## config.mk

```make
export PLATFORM = sky130hd
export DESIGN_NAME = crs_stream
export DESIGN_NICKNAME = d
export VERILOG_FILES = /design/src/crs_pkg.sv /design/src/crs_stream.sv /design/src/crs_credit.sv
export SDC_FILE = /design/constraint.sdc
export NUM_CORES = 2
export LEC_CHECK = 0
export BUFFER_PORTS_ARGS = -buffer_cell sky130_fd_sc_hd__buf_4
export CAP_MARGIN = 10
export CORE_AREA = 2 2 591 593
export CTS_BUF_LIST = sky130_fd_sc_hd__clkbuf_2 sky130_fd_sc_hd__clkbuf_4 sky130_fd_sc_hd__clkbuf_8
export DETAILED_ROUTE_END_ITERATION = 10
export DIE_AREA = 0 0 593 595
export PLACE_DENSITY_LB_ADDON = 0.1
export SETUP_SLACK_MARGIN = 0.2
export SLEW_MARGIN = 0
export SYNTH_ARGS = -nofsm -noshare
export SYNTH_HDL_FRONTEND = slang
export SYNTH_SLANG_ARGS = --single-unit
```

## constraint.sdc

```tcl
create_clock -name sys_clk -period 26.5 [get_ports sys_clk]
set_input_delay 5.3 -clock sys_clk [delete_from_list [all_inputs] [get_ports sys_clk]]
set_output_delay 5.3 -clock sys_clk [all_outputs]
set_load 0.03 [all_outputs]
```

## src/crs_pkg.sv

```systemverilog
// Constants for the 512-bit completer request output stream
// Function
// - Request data leaves on a 512-bit bus.
// - 229-bit sideband, meaningful only while valid.
// - No straddle: packet end on final beat.
// - Straddle: packet end held at zero.
// - No straddle: contiguous Dword mask, full mid-packet.
// - Same mask for both payload alignment modes.
// - Straddle: every mask bit held at one.
// - Valid marks data, held through a packet.
// - Beat moves only when valid and ready.
// - Stalled beat keeps data and valid steady.
// - Credit grant adds zero, one or two.
// - Non-posted delivery spends credit, pauses at zero.
// - Credit level on six bits, saturates at 32.
// - Credit cleared on reset and link loss.
package crs_pkg;

  // ****************************************************************
  // Widths
  // ****************************************************************
  localparam int DATA_W   = 512;
  localparam int SIDE_W   = 229;
  localparam int MASK_W   = 16;
  localparam int IDX_W    = 4;
  localparam int CREDIT_W = 6;

  // ****************************************************************
  // Credit counter
  // ****************************************************************
  localparam logic [CREDIT_W-1:0] CREDIT_MAX   = 6'h20;
  localparam logic [CREDIT_W-1:0] CREDIT_RESET = 6'h00;
  localparam logic [1:0]          GRANT_NONE   = 2'h0;
  localparam logic [1:0]          GRANT_ONE    = 2'h1;

  // ****************************************************************
  // Output reset values
  // ****************************************************************
  localparam logic [MASK_W-1:0] MASK_ALL = 16'hFFFF;

endpackage : crs_pkg

```

## src/crs_stream.sv

```systemverilog
// Completer request output stage with non-posted credit pacing
module crs_stream (
  input  wire logic                         sys_clk,
  input  wire logic                         rst,
  input  wire logic                         link_up,
  input  wire logic                         straddle_enable,
  input  wire logic                         src_valid,
  output logic                              src_ready,
  input  wire logic [crs_pkg::DATA_W-1:0]   src_data,
  input  wire logic [crs_pkg::SIDE_W-1:0]   src_sideband,
  input  wire logic                         src_packet_end,
  input  wire logic [crs_pkg::IDX_W-1:0]    src_last_dword,
  input  wire logic                         src_nonposted,
  input  wire logic [1:0]                   nonposted_credit_grant,
  output logic      [crs_pkg::CREDIT_W-1:0] nonposted_credit_level,
  output logic      [crs_pkg::DATA_W-1:0]   req_stream_data,
  output logic      [crs_pkg::SIDE_W-1:0]   req_stream_sideband,
  output logic                              req_stream_packet_end,
  output logic      [crs_pkg::MASK_W-1:0]   req_stream_dword_mask,
  output logic                              req_stream_valid,
  input  wire logic                         req_stream_ready
);
  import crs_pkg::*;

  // Ones from Dword 0 up to and including the last Dword
  function automatic logic [MASK_W-1:0] mask_upto(input logic [IDX_W-1:0] last);
    logic [MASK_W-1:0] m;
    m = '0;
    for (int i = 0; i < MASK_W; i++) begin
      m[i] = (i <= int'(last));
    end
    return m;
  endfunction

  // ****************************************************************
  // Intake decode
  // ****************************************************************
  logic              src_in_pkt;
  logic              out_last;
  logic [MASK_W-1:0] out_mask;
  wire               credit_avail;
  wire               stage_free;
  wire               src_first;
  wire               np_paused;
  wire               src_take;
  wire               consume;
  wire [MASK_W-1:0]  beat_mask;

  assign stage_free = !req_stream_valid || req_stream_ready;
  assign src_first  = !src_in_pkt;
  // Only the head of a non-posted packet waits for credit; posted traffic passes
  assign np_paused  = src_first && src_nonposted && !credit_avail;
  assign src_ready  = stage_free && !np_paused;
  assign src_take   = src_valid && src_ready;
  assign consume    = src_take && src_first && src_nonposted;
  // Same rule for Dword-aligned and address-aligned payload layouts
  assign beat_mask  = src_packet_end ? mask_upto(src_last_dword) : MASK_ALL;

  // ****************************************************************
  // Output stage
  // ****************************************************************
  always_ff @(posedge sys_clk or posedge rst) begin
    if (rst) begin
      src_in_pkt <= 1'b0;
    end else if (src_take) begin
      src_in_pkt <= !src_packet_end;
    end
  end

  always_ff @(posedge sys_clk or posedge rst) begin
    if (rst) begin
      req_stream_valid <= 1'b0;
    end else if (stage_free) begin
      req_stream_valid <= src_take;
    end
  end

  // Data registers load only when the stage frees; a stall holds them
  always_ff @(posedge sys_clk or posedge rst) begin
    if (rst) begin
      req_stream_data     <= '0;
      req_stream_sideband <= '0;
      out_last            <= 1'b0;
      out_mask            <= MASK_ALL;
    end else if (src_take) begin
      req_stream_data     <= src_data;
      req_stream_sideband <= src_sideband;
      out_last            <= src_packet_end;
      out_mask            <= beat_mask;
    end
  end

  // Straddle is a static option; packets are then framed by sideband flags only
  assign req_stream_packet_end = out_last && !straddle_enable;
  assign req_stream_dword_mask = straddle_enable ? MASK_ALL : out_mask;

  crs_credit u_credit (
    .sys_clk      (sys_clk),
    .rst          (rst),
    .link_up      (link_up),
    .grant        (nonposted_credit_grant),
    .consume      (consume),
    .credit_avail (credit_avail),
    .level        (nonposted_credit_level)
  );
endmodule : crs_stream

```

## src/crs_credit.sv

```systemverilog
// Non-posted request credit counter
module crs_credit (
  input  wire logic                         sys_clk,
  input  wire logic                         rst,
  input  wire logic                         link_up,
  input  wire logic [1:0]                   grant,
  input  wire logic                         consume,
  output logic                              credit_avail,
  output logic      [crs_pkg::CREDIT_W-1:0] level
);
  import crs_pkg::*;

  logic [CREDIT_W-1:0] count;
  logic [CREDIT_W:0]   sum;
  logic [CREDIT_W:0]   next_wide;
  logic [CREDIT_W-1:0] next_count;
  logic [1:0]          add;

  // ****************************************************************
  // Next count
  // ****************************************************************
  assign add = (grant == GRANT_NONE) ? 2'h0 : (grant == GRANT_ONE) ? 2'h1 : 2'h2;
  assign sum = {1'b0, count} + {5'h00, add};
  assign next_wide = sum - {6'h00, consume};
  // Saturate so a user holding 11 forever cannot wrap the counter
  assign next_count = (next_wide > {1'b0, CREDIT_MAX}) ? CREDIT_MAX
                    : next_wide[CREDIT_W-1:0];
  assign credit_avail = (count != CREDIT_RESET);

  always_ff @(posedge sys_clk or posedge rst) begin
    if (rst) begin
      count <= CREDIT_RESET;
      level <= CREDIT_RESET;
    end else begin
      count <= link_up ? next_count : CREDIT_RESET;
      // One cycle of lag on the visible level
      level <= link_up ? count : CREDIT_RESET;
    end
  end
endmodule : crs_credit

```

* Yosys cells after proc, flatten, opt, wreduce, memory -nomap -nowiden
Index checks and enable logic that the tools add are counted. Widths: inputs -> output; s select.
Operators by class: $add $sub $neg 2, $lt $le $gt $ge 16, equality and inequality tests 1, muxes and demuxes 7, reduce and logical (&&, ||, !) cells 16
Operators by type and width (number):
- $le 4x4->1 const A | 8
- $mux 16 | 2
- $mux 6 | 3
- $le 3x4->1 const A | 4
- $le 2x4->1 const A | 2
- $add 6x2->7 | 1
- $gt 7x6->1 const B | 1
- $logic_and 1x1->1 | 7
- $sub 7x1->7 | 1
- $logic_not 1->1 | 6
- $reduce_bool 6->1 | 1
- $le 1x4->1 const A | 1
- $mux 2 | 2
- $eq 2x1->1 const B | 1
- $logic_not 2->1 | 1
- $logic_or 1x1->1 | 1
Storage, ports and cells: register bits 772

* Depth between registers and ports, before layout
word-level depth 12, depth in mapped cells 17, depth with buffers taken out 16

* Hierarchy
A second synthesis with hierarchy kept.
Unflattened totals: cells, all modules 1731, area total of the unflattened synthesis 29211.8 um^2
Modules (own cells, without submodules):
- crs_stream | instances 1, cells each 1653, area an instance 28403.5 um^2, seq. area each 19012.0 um^2
- crs_credit | instances 1, cells each 78, area an instance 808.3 um^2, seq. area each 300.3 um^2

* Least setup slack after synthesis
No wires, ideal clock.
kind input to output, start input src_nonposted, end output src_ready, arrival time 5.939 ns, required time 21.200 ns, setup slack 15.261 ns, cell stages on the path 2, cells stage by stage and4bb_1 a31oi_2
Between the ends: word-level cells in the longest chain between the ends 4
RTL lines:
- start, declared | line crs_stream.sv:13 | input wire logic src_nonposted,
- $logic_and 1x1->1 (2 in a row) | line crs_stream.sv:52 | assign np_paused = src_first && src_nonposted && !credit_avail;
- $logic_not 1->1 | line crs_stream.sv:53 | assign src_ready = stage_free && !np_paused;
- $logic_and 1x1->1 | line crs_stream.sv:53
- end, declared | line crs_stream.sv:8 | output logic src_ready,
Every way passes these cells.

* Worst setup path after layout
start input req_stream_ready, end output src_ready
Between the ends: word-level cells in the longest chain between the ends 2
RTL lines:
- start, declared | line crs_stream.sv:21 | input wire logic req_stream_ready
- $logic_or 1x1->1 | line crs_stream.sv:49 | assign stage_free = !req_stream_valid || req_stream_ready;
- $logic_and 1x1->1 | line crs_stream.sv:53
Every way passes these cells.

==> flow_metrics.tcl <==
set metrics [dict create \
    slowest_delay_ps 670 \
    first_global_vias 30110 \
    layout.nets 5631 \
    hp-class "flop to flop" \
    initial_core_util_pct 8.463 \
    intPower_mw 3.689 \
    synth-warning-count 0 \
    via_count 28280 \
    fill_cells 39880 \
    regArea_um2 19310 \
    max_slew_margin_pct 28.44 \
    syn_nets 4074 \
    dp_hpwl_mm 166.6 \
    r2r-end "req_stream_data[471]" \
    post-cts-setup-buffers 0 \
    crit_arrival_ps 6550 \
    finalSetupTns_ps 0 \
    power.leakage_nw 25.83 \
    swShare_pct 49.17 \
    worstSkewPairLatency_ps 980 \
    synth_cells 3308 \
    p_comb_share_pct 49.4 \
    synth_most_common_cell "nand2_1" \
    power.density_nw_per_um2 146.0 \
    htree_levels 4 \
    outcome "completed" \
    rsz0062_at_grt "no" \
    r2r-start "req_stream_valid" \
    synth_top_area_share_pct 64.37 \
    startpoint_type "input pin" \
    drc 0 \
    cts_buffer_depth 4 \
    ys_top_cells_by_area "dfrtp_1 64%, nand2_1 29%, dfstp_2 1.3%" \
    synth_area_um2 29390 \
    core_um2 347300 \
    yosys-top-cells-count "2240 x nand2_1, 756 x dfrtp_1, 70 x clkbuf_1, 59 x buf_2" \
    clkTransAtPathRegs_ps 50 \
    numPortBuffers 1519 \
    cpMostUsedCell "buf_4" \
    cts_resized 0 \
    area_delta_synth_final_pct 69.15 \
    die_y_um 595 \
    max_freq_mhz 84.36 \
    whs_path_depth 2 \
    cp_num_buf_inv 2 \
    multi_input_area_um2 9145 \
    viasPerCell 2.942 \
    ctsHoldBuffers 0 \
    path_class "input pin to output port" \
    final_max_slew_viol_count 0 \
    ff2ff_setup_slack_ps 20250 \
    fin_hold_ws_ps 468.6 \
    fin_crit_sh_pct 44.73 \
    setup_violations 0 \
    max-vdd-ir-drop_mv 0.04914 \
    p_seq_share_pct 29.8 \
    antenna_found_initial 67 \
    worst_slew_pin_slew_ps 1073 \
    yosys.area.top_type "dfrtp_1" \
    synth_edf_count 0 \
    die_w_um 593 \
    power_mw 7.259 \
    first_pass_iters 5 \
    grt_pass1_wl_mm 279.8 \
    path_delay_family "simple AND/OR/NAND/NOR gates" \
    cp.required_ps 21200 \
    drive_gt1_share_pct 37.98 \
    avgSynthCellArea_um2 8.884 \
    power_switching_mw 3.570 \
    synth_flop_cell "dfrtp_1" \
    synth-seq-cells 771 \
    ios 1521 \
    wirelength_mm 211.1 \
    reg2reg_depth 10 \
    async_flop_share_pct 100.0 \
    drtIter0Drc 1486 \
    ys_types 37 \
    hold_end "req_stream_data[478]" \
    clkPwrFrac_pct 20.8 \
    rows 217 \
    cp_cell_sequence "buf_4 > nor2b_1 > a31oi_2 > buf_4" \
    synth_seq_area_share_pct 65.71 \
    cts_inserted_buffers 178 \
    hold_violations 0 \
    die_area_um2 352800 \
    hold_start "req_stream_data[478]" \
    cts_root_buf "clkbuf_8" \
    wire_per_inst_um 21.96 \
    finClkSkew_ps 106.8 \
    worstSetupEndpointType "output port" \
    period_minus_slack_ps 11850 \
    ant_nets 0 \
    crit_slowest_cell "nor2b_1" \
    cts_tree "done" \
    clock_sinks 771 \
    grt_max_degree 148 \
    cap_violations 0 \
    cp_max_fo 3 \
    grt_overflow 0 \
    gp_congestion 0.7908 \
    track_usage_pct 11.50 \
]
[how the worst max path moves through the flow]
stage	from	end	slack [ps]	cells after the start
after floorplan	rst	out_last	10640	1
after global placement	req_stream_ready	src_ready	14480	4
after detailed placement	req_stream_ready	src_ready	14490	4
after CTS	req_stream_ready	src_ready	14480	4
after global routing	req_stream_ready	src_ready	14530	4
final	req_stream_ready	src_ready	14650	4
[routing by layer]
metal | up-vias | wire (um) | GRT usage (%)
met3 | 272 | 22170 | 5.205
met5 | - | 412 | 0
li1 | 13150 | - | -
met2 | 1149 | 96360 | 18.60
met1 | 13640 | 88020 | 13.84
met4 | 66 | 4129 | 2.575
[flip-flops by register name (all words and copies together), names as in the netlist]
name                 cells
req_stream_valid         1
out_last                 1
u_credit.level           6
req_stream_sideband    229
u_credit.count           6
req_stream_data        512
out_mask                15
src_in_pkt               1
[cell usage in the layout (no fill, tap or decap), types with 2 or more instances in the layout]
cell type	n
nand2_1	2240
buf_4	1545
dfrtp_1	756
clkbuf_8	208
clkbuf_4	86
nor2_1	22
or2_2	17
diode_2	15
dfstp_2	15
inv_1	13
a31oi_1	10
ha_1	10
o21ai_0	9
clkinv_2	6
nor2b_1	5
a21oi_1	5
nand2b_1	5
buf_12	5
inv_8	4
nand3_1	3
clkinvlp_4	3
xor2_1	2
and3b_1	2
nand4_1	2
and3_1	2
nor3_1	2
inv_6	2
bufinv_16	2
[worst min-delay path, stage by stage, from the launching register on]
cell and delay [ps]:
dfrtp_1 340, nand2_1 50, nand2_1 50
[metrics by stage]
step	utilization (%)	setup WS, ps	instance area [um^2]	instances
floorplan	-	10640	29390	3308
global placement	13.24	14480	45970	9284
detailed placement	13.24	14490	45970	9284
CTS	14.30	14480	49680	9596
global route	14.31	14530	49680	9598
finish	14.32	14650	49710	9611
[final cells by class]
| class | count | area share (%) |
|---|---|---|
| diodes | 15 | 0.07551 |
| clock buffers | 294 | 7.057 |
| clock inverters | 18 | 0.4027 |
| inverters | 14 | 0.1133 |
| multi-input cells | 2350 | 18.40 |
| flip-flops and latches | 771 | 38.85 |
| well taps | 4599 | 11.58 |
| repair buffers | 1550 | 23.53 |
[power by group through the flow]
stage | registers, mW | logic (mW) | clock network [mW]
floorplan | 3.18 | 0.808 | 0
global placement | 2.19 | 3.69 | 0
detailed placement | 2.19 | 3.67 | 0
CTS | 2.19 | 3.68 | 1.61
global route | 2.25 | 3.85 | 1.65
finish | 2.16 | 3.58 | 1.51
[cells by family after synthesis]
| family | count (synthesis) | share of synthesized area, % |
|---|---|---|
| DFF | 771 | 65.71 |
| other | 1 | 0.01276 |
| xor gates and xnor gates | 3 | 0.08942 |
| buffers and inverters | 187 | 3.227 |
| AOI/OAI and AO/OA | 29 | 0.6045 |
| and+or+nand+nor | 2306 | 29.86 |
| adders and majority gates | 11 | 0.4939 |
Power figures use the tool's default switching activity.
